## src/alc_pkg.sv

```systemverilog
package alc_pkg;
  localparam int ADR_W = 8;
  // Register byte offsets
  localparam logic [7:0] OFS_CTRL = 8'h00;
  localparam logic [7:0] OFS_AREA = 8'h04;
  localparam logic [7:0] OFS_TARGET = 8'h08;
  localparam logic [7:0] OFS_EV = 8'h0c;
  localparam logic [7:0] OFS_BAND = 8'h10;
  localparam logic [7:0] OFS_FRACTION = 8'h14;
  localparam logic [7:0] OFS_EXP_FLOOR = 8'h18;
  localparam logic [7:0] OFS_EXP_CEIL = 8'h1c;
  localparam logic [7:0] OFS_GAIN_FLOOR = 8'h20;
  localparam logic [7:0] OFS_GAIN_CEIL = 8'h24;
  localparam logic [7:0] OFS_STATUS = 8'h28;
  localparam logic [7:0] OFS_EXPOSURE = 8'h2c;
  localparam logic [7:0] OFS_GAIN = 8'h30;
  localparam logic [7:0] OFS_IRQ_STAT = 8'h34;
  localparam logic [7:0] OFS_IRQ_MASK = 8'h38;
  // Field positions and reset values
  localparam int CTRL_EN_BIT = 0;
  localparam int CTRL_FREEZE_BIT = 1;
  localparam int IRQ_CONV_BIT = 0;
  localparam int IRQ_STATE_BIT = 1;
  localparam logic [1:0] AREA_FULL = 2'h0;
  localparam logic [1:0] AREA_MEDIUM = 2'h1;
  localparam logic [1:0] AREA_SMALL = 2'h2;
  localparam logic [7:0] TARGET_RST = 8'h54;
  localparam logic signed [4:0] EV_MIN = -5'sd8;
  localparam logic signed [4:0] EV_MAX = 5'sd8;
  localparam logic [12:0] BAND_RST = 13'h0064;
  localparam logic [12:0] BAND_MAX = 13'h1388;
  localparam logic [13:0] FRAC_RST = 14'h1d4c;
  localparam logic [13:0] FRAC_MIN = 14'h0064;
  localparam logic [13:0] FRAC_MAX = 14'h2710;
  localparam logic [10:0] GAIN_FLOOR_RST = 11'h000;
  localparam logic [10:0] GAIN_CEIL_RST = 11'h708;
  // Reciprocal of 10000 as 105 / 2^20, and centi-dB per unit of log ratio
  localparam logic [6:0] INV_10K = 7'h69;
  localparam int INV_SHIFT = 20;
  localparam logic [9:0] CDB_PER_LN = 10'h366;
  localparam int DIV_STEPS = 32;

  typedef enum logic [1:0] {
    ST_IDLE = 2'b00,
    ST_MEAN = 2'b01,
    ST_ERR = 2'b10,
    ST_APPLY = 2'b11
  } alc_state_e;

  typedef struct packed {
    logic cyc;
    logic stb;
    logic we;
    logic [ADR_W-1:0] adr;
    logic [3:0] sel;
    logic [31:0] dat;
  } alc_wb_req_s;

  typedef struct packed {
    logic valid;
    logic frame_end;
    logic [11:0] x;
    logic [11:0] y;
    logic [7:0] luma;
  } alc_pix_s;
endpackage

```

## src/alc_loop.sv

```systemverilog
// How it works
// - Brightening raises exposure first; gain only once exposure sits at its ceiling.
// - Metering area: full, centred 80% per axis, or centred 40% per axis.
// - Target luminance 0..255, reset 84; mean converges on it at zero EV.
// - EV correction -2.00..+2.00 eV in quarter steps, reset 0, shifts the target.
// - Final target is target luminance times two to the EV correction.
// - Convergence band 0..50.00% of target, reset 1.00%; inside counts converged.
// - Narrower band gives a finer result but more frames to settle.
// - Feedback fraction 1..100%, reset 75%, scales every correction step.
// - Freeze bit, clear at reset, stops all exposure and gain corrections.
// - Exposure stays between floor and ceiling; software keeps floor below ceiling.
// - Exposure above the frame period may stretch frames, flagged on an output.
// - Exposure floor resets to the smallest exposure, ceiling to one frame period.
// - Gain stays between floor and ceiling, reset 0.00 and 18.00 dB.
// - Behaviour in random trigger shutter mode is not guaranteed.
//
// Register access over Wishbone and the address map are this design's own decisions.
`timescale 1ns/100ps
module alc_loop #(
  parameter int FRAME_W = 640,
  parameter int FRAME_H = 480,
  parameter logic [23:0] EXP_MIN_US = 24'h00000a,
  parameter logic [23:0] FRAME_PERIOD_US = 24'h008235
) (
  input wire logic clk_i, // 125 MHz clock
  input wire logic nrst_i, // Async reset, active low
  input wire alc_pkg::alc_wb_req_s wb_req_i, // Wishbone request
  output logic [31:0] wb_dat_o, // Wishbone read data
  output logic wb_ack_o, // Wishbone acknowledge
  input wire alc_pkg::alc_pix_s pix_i, // Pixel stream and frame end
  input wire logic rts_mode_i, // Random trigger shutter active
  output logic [23:0] exposure_o, // Exposure time in us
  output logic [10:0] gain_o, // Gain in 0.01 dB
  output logic converged_o, // Last mean inside the band
  output logic frame_stretch_o, // Exposure longer than frame period
  output logic irq_o // Level interrupt
);
  import alc_pkg::*;

  localparam logic [11:0] MED_X0 = 12'(FRAME_W / 10);
  localparam logic [11:0] MED_X1 = 12'(FRAME_W - FRAME_W / 10);
  localparam logic [11:0] MED_Y0 = 12'(FRAME_H / 10);
  localparam logic [11:0] MED_Y1 = 12'(FRAME_H - FRAME_H / 10);
  localparam logic [11:0] SML_X0 = 12'(3 * FRAME_W / 10);
  localparam logic [11:0] SML_X1 = 12'(FRAME_W - 3 * FRAME_W / 10);
  localparam logic [11:0] SML_Y0 = 12'(3 * FRAME_H / 10);
  localparam logic [11:0] SML_Y1 = 12'(FRAME_H - 3 * FRAME_H / 10);

  logic en_reg, freeze_reg, ack_reg, conv_reg, brighten_reg, conv_pulse, state_pulse;
  logic [1:0] area_reg;
  logic [7:0] target_reg;
  logic signed [4:0] ev_reg;
  logic [12:0] band_reg;
  logic [13:0] frac_reg;
  logic [23:0] exp_floor_reg, exp_ceil_reg, exp_reg;
  logic [10:0] gain_floor_reg, gain_ceil_reg, gain_reg;
  logic [1:0] irq_stat_reg, irq_mask_reg;
  logic [31:0] rdat_reg;
  logic [9:0] mean_reg;
  logic [27:0] sum_reg;
  logic [23:0] cnt_reg;
  alc_state_e state_reg;
  logic [31:0] div_rem_reg, div_quo_reg, div_den_reg;
  logic [5:0] div_cnt_reg;

  // Byte-lane merge of a write into a 32-bit view of a register
  function automatic logic [31:0] merge(input logic [31:0] old, input logic [31:0] nw, input logic [3:0] sel);
    logic [31:0] r;
    r = old;
    for (int i = 0; i < 4; i++) begin
      if (sel[i]) begin
        r[8*i +: 8] = nw[8*i +: 8];
      end
    end
    return r;
  endfunction

  // Bus: ack one cycle after the request, write lands on the edge that samples ack
  wire logic bus_req = wb_req_i.cyc && wb_req_i.stb;
  wire logic wr_go = bus_req && ack_reg && wb_req_i.we;
  wire logic rd_go = bus_req && ack_reg && !wb_req_i.we;
  wire logic [31:0] wdat = wb_req_i.dat;

  always_ff @(posedge clk_i or negedge nrst_i) begin
    if (!nrst_i) begin
      ack_reg <= 1'b0;
    end else begin
      ack_reg <= bus_req && !ack_reg;
    end
  end

  logic [31:0] rd_mux;
  always_comb begin
    rd_mux = 32'h0;
    unique case (wb_req_i.adr)
      OFS_CTRL: rd_mux = {30'h0, freeze_reg, en_reg};
      OFS_AREA: rd_mux = {30'h0, area_reg};
      OFS_TARGET: rd_mux = {24'h0, target_reg};
      OFS_EV: rd_mux = {{27{ev_reg[4]}}, ev_reg};
      OFS_BAND: rd_mux = {19'h0, band_reg};
      OFS_FRACTION: rd_mux = {18'h0, frac_reg};
      OFS_EXP_FLOOR: rd_mux = {8'h0, exp_floor_reg};
      OFS_EXP_CEIL: rd_mux = {8'h0, exp_ceil_reg};
      OFS_GAIN_FLOOR: rd_mux = {21'h0, gain_floor_reg};
      OFS_GAIN_CEIL: rd_mux = {21'h0, gain_ceil_reg};
      OFS_STATUS: rd_mux = {19'h0, state_reg, conv_reg, 10'h0} | {22'h0, mean_reg};
      OFS_EXPOSURE: rd_mux = {8'h0, exp_reg};
      OFS_GAIN: rd_mux = {21'h0, gain_reg};
      OFS_IRQ_STAT: rd_mux = {30'h0, irq_stat_reg};
      OFS_IRQ_MASK: rd_mux = {30'h0, irq_mask_reg};
      default: rd_mux = 32'h0;
    endcase
  end

  always_ff @(posedge clk_i or negedge nrst_i) begin
    if (!nrst_i) begin
      rdat_reg <= 32'h0;
    end else if (bus_req && !ack_reg) begin
      rdat_reg <= rd_mux;
    end
  end

  // Configuration writes, clamped to the legal ranges
  logic [31:0] wm;
  assign wm = merge(rd_mux, wdat, wb_req_i.sel);
  always_ff @(posedge clk_i or negedge nrst_i) begin
    if (!nrst_i) begin
      en_reg <= 1'b0;
      freeze_reg <= 1'b0;
      area_reg <= AREA_FULL;
      target_reg <= TARGET_RST;
      ev_reg <= 5'sd0;
      band_reg <= BAND_RST;
      frac_reg <= FRAC_RST;
      exp_floor_reg <= EXP_MIN_US;
      exp_ceil_reg <= FRAME_PERIOD_US;
      gain_floor_reg <= GAIN_FLOOR_RST;
      gain_ceil_reg <= GAIN_CEIL_RST;
      irq_mask_reg <= 2'h0;
    end else if (wr_go) begin
      unique case (wb_req_i.adr)
        OFS_CTRL: begin
          en_reg <= wm[CTRL_EN_BIT];
          freeze_reg <= wm[CTRL_FREEZE_BIT];
        end
        OFS_AREA: area_reg <= (wm[1:0] == 2'h3) ? AREA_FULL : wm[1:0];
        OFS_TARGET: target_reg <= wm[7:0];
        OFS_EV: ev_reg <= ($signed(wm) < $signed({{27{EV_MIN[4]}}, EV_MIN})) ? EV_MIN
                          : ($signed(wm) > $signed({27'h0, EV_MAX})) ? EV_MAX : wm[4:0];
        OFS_BAND: band_reg <= (wm > {19'h0, BAND_MAX}) ? BAND_MAX : wm[12:0];
        OFS_FRACTION: frac_reg <= (wm < {18'h0, FRAC_MIN}) ? FRAC_MIN
                                  : (wm > {18'h0, FRAC_MAX}) ? FRAC_MAX : wm[13:0];
        OFS_EXP_FLOOR: exp_floor_reg <= wm[23:0];
        OFS_EXP_CEIL: exp_ceil_reg <= wm[23:0];
        OFS_GAIN_FLOOR: gain_floor_reg <= (wm > {21'h0, GAIN_CEIL_RST}) ? GAIN_CEIL_RST : wm[10:0];
        OFS_GAIN_CEIL: gain_ceil_reg <= (wm > {21'h0, GAIN_CEIL_RST}) ? GAIN_CEIL_RST : wm[10:0];
        OFS_IRQ_MASK: irq_mask_reg <= wm[1:0];
        default: ;
      endcase
    end
  end

  // Sticky events; a read clears only the bits it returned, so a late event is never lost
  always_ff @(posedge clk_i or negedge nrst_i) begin
    if (!nrst_i) begin
      irq_stat_reg <= 2'h0;
    end else begin
      irq_stat_reg <= ((rd_go && wb_req_i.adr == OFS_IRQ_STAT) ? irq_stat_reg & ~rdat_reg[1:0] : irq_stat_reg)
                      | {state_pulse, conv_pulse};
    end
  end

  // Metering: accumulate luminance inside the selected centred window
  logic in_area;
  always_comb begin
    unique case (area_reg)
      AREA_MEDIUM: in_area = pix_i.x >= MED_X0 && pix_i.x < MED_X1 && pix_i.y >= MED_Y0 && pix_i.y < MED_Y1;
      AREA_SMALL: in_area = pix_i.x >= SML_X0 && pix_i.x < SML_X1 && pix_i.y >= SML_Y0 && pix_i.y < SML_Y1;
      default: in_area = 1'b1;
    endcase
  end

  always_ff @(posedge clk_i or negedge nrst_i) begin
    if (!nrst_i) begin
      sum_reg <= 28'h0;
      cnt_reg <= 24'h0;
    end else if (pix_i.frame_end) begin
      sum_reg <= 28'h0;
      cnt_reg <= 24'h0;
    end else if (pix_i.valid && in_area) begin
      sum_reg <= sum_reg + {20'h0, pix_i.luma};
      cnt_reg <= cnt_reg + 24'h1;
    end
  end

  // Target in quarter-luminance units: ref * 2^(ev/4), mantissa table in Q8
  logic [8:0] mant;
  logic signed [2:0] ev_int;
  logic [16:0] tgt_prod;
  logic [12:0] tgt_q2, band_q2, err_abs;
  logic in_band;
  always_comb begin
    ev_int = 3'(ev_reg >>> 2);
    unique case (ev_reg[1:0])
      2'h0: mant = 9'h100;
      2'h1: mant = 9'h130;
      2'h2: mant = 9'h16a;
      default: mant = 9'h1af;
    endcase
    tgt_prod = 17'(target_reg * mant);
    tgt_q2 = 13'(tgt_prod >> (6 - ev_int));
    band_q2 = 13'((40'(tgt_q2) * band_reg * INV_10K) >> INV_SHIFT);
    err_abs = (tgt_q2 > {3'h0, mean_reg}) ? tgt_q2 - {3'h0, mean_reg} : {3'h0, mean_reg} - tgt_q2;
    in_band = err_abs <= band_q2;
  end

  // Step size: ratio (Q8) times feedback fraction
  logic [15:0] ratio_q8;
  logic [16:0] step_q8;
  logic [23:0] exp_step;
  logic [10:0] gain_step;
  logic [24:0] exp_up;
  logic [11:0] gain_up;
  always_comb begin
    ratio_q8 = (div_quo_reg > 32'h0000ffff) ? 16'hffff : div_quo_reg[15:0];
    step_q8 = 17'((40'(ratio_q8) * frac_reg * INV_10K) >> INV_SHIFT);
    exp_step = 24'((41'(exp_reg) * step_q8) >> 8);
    if (exp_step == 24'h0) begin
      exp_step = 24'h1;
    end
    gain_step = ((27'(step_q8) * CDB_PER_LN) >> 8) > 27'h7ff ? 11'h7ff : 11'((27'(step_q8) * CDB_PER_LN) >> 8);
    if (gain_step == 11'h0) begin
      gain_step = 11'h1;
    end
    exp_up = {1'b0, exp_reg} + {1'b0, exp_step};
    gain_up = {1'b0, gain_reg} + {1'b0, gain_step};
  end

  // Loop sequencer: one measurement and at most one correction per frame
  always_ff @(posedge clk_i or negedge nrst_i) begin
    if (!nrst_i) begin
      state_reg <= ST_IDLE;
      div_rem_reg <= 32'h0;
      div_quo_reg <= 32'h0;
      div_den_reg <= 32'h1;
      div_cnt_reg <= 6'h0;
      mean_reg <= 10'h0;
      conv_reg <= 1'b0;
      brighten_reg <= 1'b0;
      conv_pulse <= 1'b0;
      state_pulse <= 1'b0;
    end else begin
      conv_pulse <= 1'b0;
      state_pulse <= 1'b0;
      unique case (state_reg)
        ST_IDLE: begin
          // A frame ending mid-calculation is skipped rather than queued
          if (pix_i.frame_end && cnt_reg != 24'h0) begin
            div_rem_reg <= 32'h0;
            div_quo_reg <= {2'h0, sum_reg, 2'h0};
            div_den_reg <= {8'h0, cnt_reg};
            div_cnt_reg <= 6'(DIV_STEPS);
            state_reg <= ST_MEAN;
          end
        end
        ST_MEAN, ST_ERR: begin
          if (div_cnt_reg != 6'h0) begin
            if ({div_rem_reg, div_quo_reg[31]} >= {1'b0, div_den_reg}) begin
              div_rem_reg <= 32'({div_rem_reg, div_quo_reg[31]} - {1'b0, div_den_reg});
              div_quo_reg <= {div_quo_reg[30:0], 1'b1};
            end else begin
              div_rem_reg <= {div_rem_reg[30:0], div_quo_reg[31]};
              div_quo_reg <= {div_quo_reg[30:0], 1'b0};
            end
            div_cnt_reg <= div_cnt_reg - 6'h1;
          end else if (state_reg == ST_MEAN) begin
            mean_reg <= (div_quo_reg > 32'h3ff) ? 10'h3ff : div_quo_reg[9:0];
            state_reg <= ST_APPLY;
          end else begin
            state_reg <= ST_IDLE;
          end
        end
        ST_APPLY: begin
          conv_reg <= in_band;
          conv_pulse <= in_band && !conv_reg;
          state_pulse <= 1'b1;
          brighten_reg <= tgt_q2 > {3'h0, mean_reg};
          // Random trigger mode is not detected; the loop just keeps running
          if (!in_band && en_reg && !freeze_reg && !rts_mode_i | rts_mode_i && en_reg && !freeze_reg && !in_band) begin
            div_rem_reg <= 32'h0;
            div_quo_reg <= {11'h0, err_abs, 8'h0};
            div_den_reg <= (mean_reg == 10'h0) ? 32'h1 : {22'h0, mean_reg};
            div_cnt_reg <= 6'(DIV_STEPS);
            state_reg <= ST_ERR;
          end else begin
            state_reg <= ST_IDLE;
          end
        end
        default: state_reg <= ST_IDLE;
      endcase
    end
  end

  // Actuators: correction lands when the error division finishes
  wire logic apply_go = state_reg == ST_ERR && div_cnt_reg == 6'h0;
  always_ff @(posedge clk_i or negedge nrst_i) begin
    if (!nrst_i) begin
      exp_reg <= EXP_MIN_US;
      gain_reg <= GAIN_FLOOR_RST;
    end else if (apply_go) begin
      if (brighten_reg) begin
        if (exp_reg < exp_ceil_reg) begin
          exp_reg <= (exp_up > {1'b0, exp_ceil_reg}) ? exp_ceil_reg : exp_up[23:0];
        end else begin
          gain_reg <= (gain_up > {1'b0, gain_ceil_reg}) ? gain_ceil_reg : gain_up[10:0];
        end
      end else begin
        // Darkening unwinds gain first so exposure keeps priority
        if (gain_reg > gain_floor_reg) begin
          gain_reg <= (gain_reg - gain_floor_reg < gain_step) ? gain_floor_reg : gain_reg - gain_step;
        end else begin
          // Distance to the floor is compared, since floor plus step could wrap
          exp_reg <= (exp_reg <= exp_floor_reg || exp_reg - exp_floor_reg < exp_step) ? exp_floor_reg
                     : exp_reg - exp_step;
        end
      end
    end else if (state_reg == ST_IDLE) begin
      // Limits moved by software pull the outputs back inside
      if (exp_reg > exp_ceil_reg) begin
        exp_reg <= exp_ceil_reg;
      end else if (exp_reg < exp_floor_reg) begin
        exp_reg <= exp_floor_reg;
      end
      if (gain_reg > gain_ceil_reg) begin
        gain_reg <= gain_ceil_reg;
      end else if (gain_reg < gain_floor_reg) begin
        gain_reg <= gain_floor_reg;
      end
    end
  end

  // Registered outputs
  always_ff @(posedge clk_i or negedge nrst_i) begin
    if (!nrst_i) begin
      exposure_o <= EXP_MIN_US;
      gain_o <= GAIN_FLOOR_RST;
      converged_o <= 1'b0;
      frame_stretch_o <= 1'b0;
      irq_o <= 1'b0;
    end else begin
      exposure_o <= exp_reg;
      gain_o <= gain_reg;
      converged_o <= conv_reg;
      frame_stretch_o <= exp_reg > FRAME_PERIOD_US;
      irq_o <= |(irq_stat_reg & irq_mask_reg);
    end
  end

  assign wb_ack_o = ack_reg;
  assign wb_dat_o = rdat_reg;
endmodule

```

## config.mk

```make
export PLATFORM = sky130hd
export DESIGN_NAME = alc_loop
export DESIGN_NICKNAME = d
export VERILOG_FILES = /design/src/alc_pkg.sv /design/src/alc_loop.sv
export SDC_FILE = /design/constraint.sdc
export NUM_CORES = 2
export LEC_CHECK = 0
export CAP_MARGIN = 25
export CORE_MARGIN = 10
export CORE_UTILIZATION = 60
export CTS_CLUSTER_SIZE = 25
export DETAILED_ROUTE_END_ITERATION = 10
export DONT_BUFFER_PORTS = 1
export PLACE_DENSITY = 0.76
export SETUP_SLACK_MARGIN = 0.02
export SKIP_CTS_REPAIR_TIMING = 1
export SYNTH_ARGS = -nofsm -noshare
export SYNTH_HDL_FRONTEND = slang
export SYNTH_SLANG_ARGS = --single-unit
```

## constraint.sdc

```tcl
create_clock -name clk_i -period 64.8 [get_ports clk_i]
set_input_delay 12.96 -clock clk_i [delete_from_list [all_inputs] [get_ports clk_i]]
set_output_delay 12.96 -clock clk_i [all_outputs]
set_load 0.02 [all_outputs]
```

==> reports/metrics.sh <==
OUTCOME='finished, violations left'
FAILING_CHECKS='DRC, slew limit'
YS.WARNINGS.COUNT=0
INITIAL_UTILIZATION_PCT=60.4
WORST_HOLD_PATH_TYPE='flop to flop'
POWER_PER_STANDARD_CELL_AREA_nW_PER_UM2=35.2
DETAILEDROUTE.FIRSTITERATIONVIOLATIONS=4526
TIMING.HOLD.WORST_PATH_DEPTH=0
WORST_HOLD_PATH.ENDPOINT='gain_o[0]'
FINAL-MAX-SLEW-VIOLATION-COUNT=207
IR_DROP_V=0.0000459
PLACEMENT.IO_BUFFERS=0
CRIT-REG2REG-LAUNCH='div_quo_reg[20]'
FILLERINSTANCES=9070
MAX-CLOCK-PATH-BUFFERS=3
FINAL_NETS=9045
GPL.FINAL_WEIGHTED_CONGESTION=0.985
COMMONEST_REGISTER_CELL_AFTER_SYNTHESIS='sky130_fd_sc_hd__dfrtp_1'
DIE_AREA_UM2=120000
ANTENNA_VIOLATING_NETS_POST_ROUTE=0
REMAINING_DRC_ERRORS=2
CRITPATHMOSTFREQUENTCELL='sky130_fd_sc_hd__fa_1'
SYNTH-ASYNC-RESET-RATIO_PCT=100
WORST_EP_ARRIVAL_TIME_NS=25.80
FF2FF_PATH_DEPTH=92
FMAXACHIEVABLE_GHz=0.0396
CELL_COUNT_AFTER_PLACEMENT=8716
CAP_VIOL_MAX_COUNT=0
MOSTFREQUENTLAYOUTCELLS='sky130_fd_sc_hd__inv_1 (1380), sky130_fd_sc_hd__nand2_1 (948), sky130_fd_sc_hd__ha_1 (817)'
GR-TOTAL-OVERFLOW=0
HOLDCRITSTARTPOINT='gain_reg[0]'
SYN-MEAN-INSTANCE-AREA_UM2=8.47
RSZ0062_AT_GRT='no'
SLOWEST_DELAY_NS=0.66
TRITONCTS_NUM_SINKS=379
POST_SYNTH_INST_COUNT=7525
DETAIL_ROUTE.FIRST_PASS.ITERATIONS=11
FIRST_PASS_GRT_WIRE_LENGTH_MM=291
TIMING.CLOCK.SKEW_NS=0.0440
FIRST_GLOBAL_VIAS=53700
VIA_COUNT=52200
ROUTED_VIAS_INST=5.94
COUNT_OF_FLIP_FLOPS_WITH_A_BUILT_IN_ENABLE_AFTER_SYNTHESIS=0
WORST_R2R_ENDPOINT='exp_reg[8]'
TIMING.MAX_SLEW.REL_SLACK_PCT=-22.4
CLOCK-ROOT-BUFFER='sky130_fd_sc_hd__clkbuf_16'
YS_TYPES=95
CORE_AREA_UM2=105000
MIN_PERIOD_NS=25.26
TIMING.FINAL.CRIT_SHARE_PCT=39.0
SETUP_TNS_NS=0
CRITICAL_PATH_START_TYPE='flop'
LEAKAGE_uW=0.0351
SYNTH_SEQUENTIAL_AREA_RATIO_PCT=14.9
IO_PINS=155
YS_SEQ_ELEMENTS=379
ANTENNA_VIOLATIONS_BEFORE_REPAIR=0
DRT_WL_TOTAL_MM=179
CLOCK_TREE.HTREE_LEVEL_COUNT=2
DIE_H_UM=346
WORST_SETUP_PATH_END_KIND='flop'
WORSTSETUPPATHTYPE='flop to flop'
DRIVE_GT1_SHARE_PCT=4.14
GLOBAL_ROUTE.USAGE.TOTAL_PCT=30.0
PLACEMENT_ROWS=119
TIMING.FINAL.WS_SETUP_NS=39.54
FF2FF_SETUP_SLACK_NS=39.54
PLACE_WS_NS=40.03
CP_DATA_REQUIRED_TIME_NS=65.34
NUMBER_OF_CLOCK_BUFFERS_INSERTED_BY_TRITONCTS=45
WORST-SLEW-PIN-TRANSITION_NS=1.84
TRITONCTS='yes'
SYN-NUM-NETS=9197
POST_DRT_WL_PER_CELL_UM=20.4
CRITICAL-PATH-SLOWEST-CELL='sky130_fd_sc_hd__or2_2'
PIN_COUNT_OF_THE_BIGGEST_NET_ENTERING_GLOBAL_ROUTING=380
LAYOUT.CORE_UTILIZATION_PCT=63.3
AREA_DELTA_SYNTH_FINAL_PCT=4.79
FINAL_COMMON_CELL='sky130_fd_sc_hd__inv_1'
CLK-INSERTION-DELAY-LATE_NS=0.65
CLKTRANSATPATHREGS_NS=0.06
HPWLAFTERDP_MM=142
HOLD-WORST-SLACK_NS=0.432
POST_SYNTH_INSTANCE_AREA_UM2=63700
FINAL-INSTANCE-COUNT-EXCL-FILL=8802
DIE_W_UM=346
NUMBER_OF_SETUP_VIOLATIONS_IN_THE_FINAL_REPORT=0
FINAL_HOLD_VIOL_COUNT=0
CRIT_PATH_MAX_FANOUT=20
-- cells by family (layout without fill, tap and decap cells) --
group | after synthesis | count (layout) | synth area share (%)
compound gates | 1279 | 1279 | 12.5
xor+xnor | 294 | 294 | 4.15
fa+ha+maj | 1588 | 1588 | 40.3
buf+inv | 1678 | 1562 | 9.97
flops | 379 | 379 | 14.9
mux | 160 | 160 | 2.61
other cells | 0 | 2 | 0
simple gates | 2147 | 2147 | 15.5
-- per-layer routing --
layer / GRT usage (%) / share of wire (%) / up-vias
li1: - / - / 23900
met2: 48.0 / 45 / 2253
met5: 0 / 0 / -
met4: 12.2 / 4.5 / 0
met1: 39.6 / 41 / 25600
met3: 6.26 / 9.5 / 431
-- metrics by stage --
| stage | total power, uW | instance area [um^2] |
|---|---|---|
| 4_1_cts | 2320 | 66700 |
| 3_3_place_gp | 1980 | 65100 |
| 5_1_grt | 2560 | 66800 |
| 2_1_floorplan | 1580 | 63700 |
| 6_report | 2350 | 66800 |
| 3_5_place_dp | 2030 | 65100 |
-- worst max-delay path: cells and delay by family, from the launching register on --
kind	cells	cell delay, ns
fa+ha+maj	22	9.37
compound gates	39	8.47
simple gates	11	3.45
xor+xnor	6	1.98
buf+inv	13	1.25
flops	1	0.41
mux	1	0.15
-- power breakdown --
part	internal, uW	switching (uW)
Combinational	664	1040
Sequential	279	85.6
Clock	165	116
Total	1110	1240
-- cell usage after synthesis, drive strengths merged, types with 63 or more instances --
library cell / instances / area, um^2
nor3: 73 / 370
clkbuf: 261 / 980
and3: 63 / 394
and2: 203 / 1270
nand3: 89 / 445
nand2: 948 / 3560
xnor2: 180 / 1580
inv: 1380 / 5180
ha: 818 / 10200
a21oi: 329 / 1650
a21o: 103 / 773
fa: 770 / 15400
mux2i: 137 / 1370
dfrtp: 349 / 8730
o21ai: 394 / 1980
nor2b: 81 / 507
nor2: 444 / 1670
xor2: 109 / 955
-- worst max-delay path by stage --
stage | from | end | depth (start not counted)
CTS | div_quo_reg[20] | exp_reg[12] | 91
finish | div_quo_reg[20] | exp_reg[8] | 92
global placement | div_quo_reg[20] | exp_reg[12] | 91
detailed placement | div_quo_reg[20] | exp_reg[12] | 91
floorplan | div_quo_reg[20] | exp_reg[12] | 97
global route | div_quo_reg[19] | exp_reg[12] | 89
-- final cells by class --
| class | instances | area [um^2] | share of cell area (%) |
|---|---|---|---|
| Inverter | 1382 | 5190 | 7.77 |
| Timing Repair Buffer | 97 | 743 | 1.11 |
| Sequential cell | 379 | 9520 | 14.3 |
| Clock buffer | 56 | 1230 | 1.84 |
| Antenna cell | 2 | 5.00 | 0.00750 |
| Multi-Input combinational cell | 5468 | 47900 | 71.8 |
| Tap cell | 1391 | 1740 | 2.61 |
| Clock inverter | 27 | 390 | 0.585 |
No activity file was read; power rests on OpenSTA's default activity.
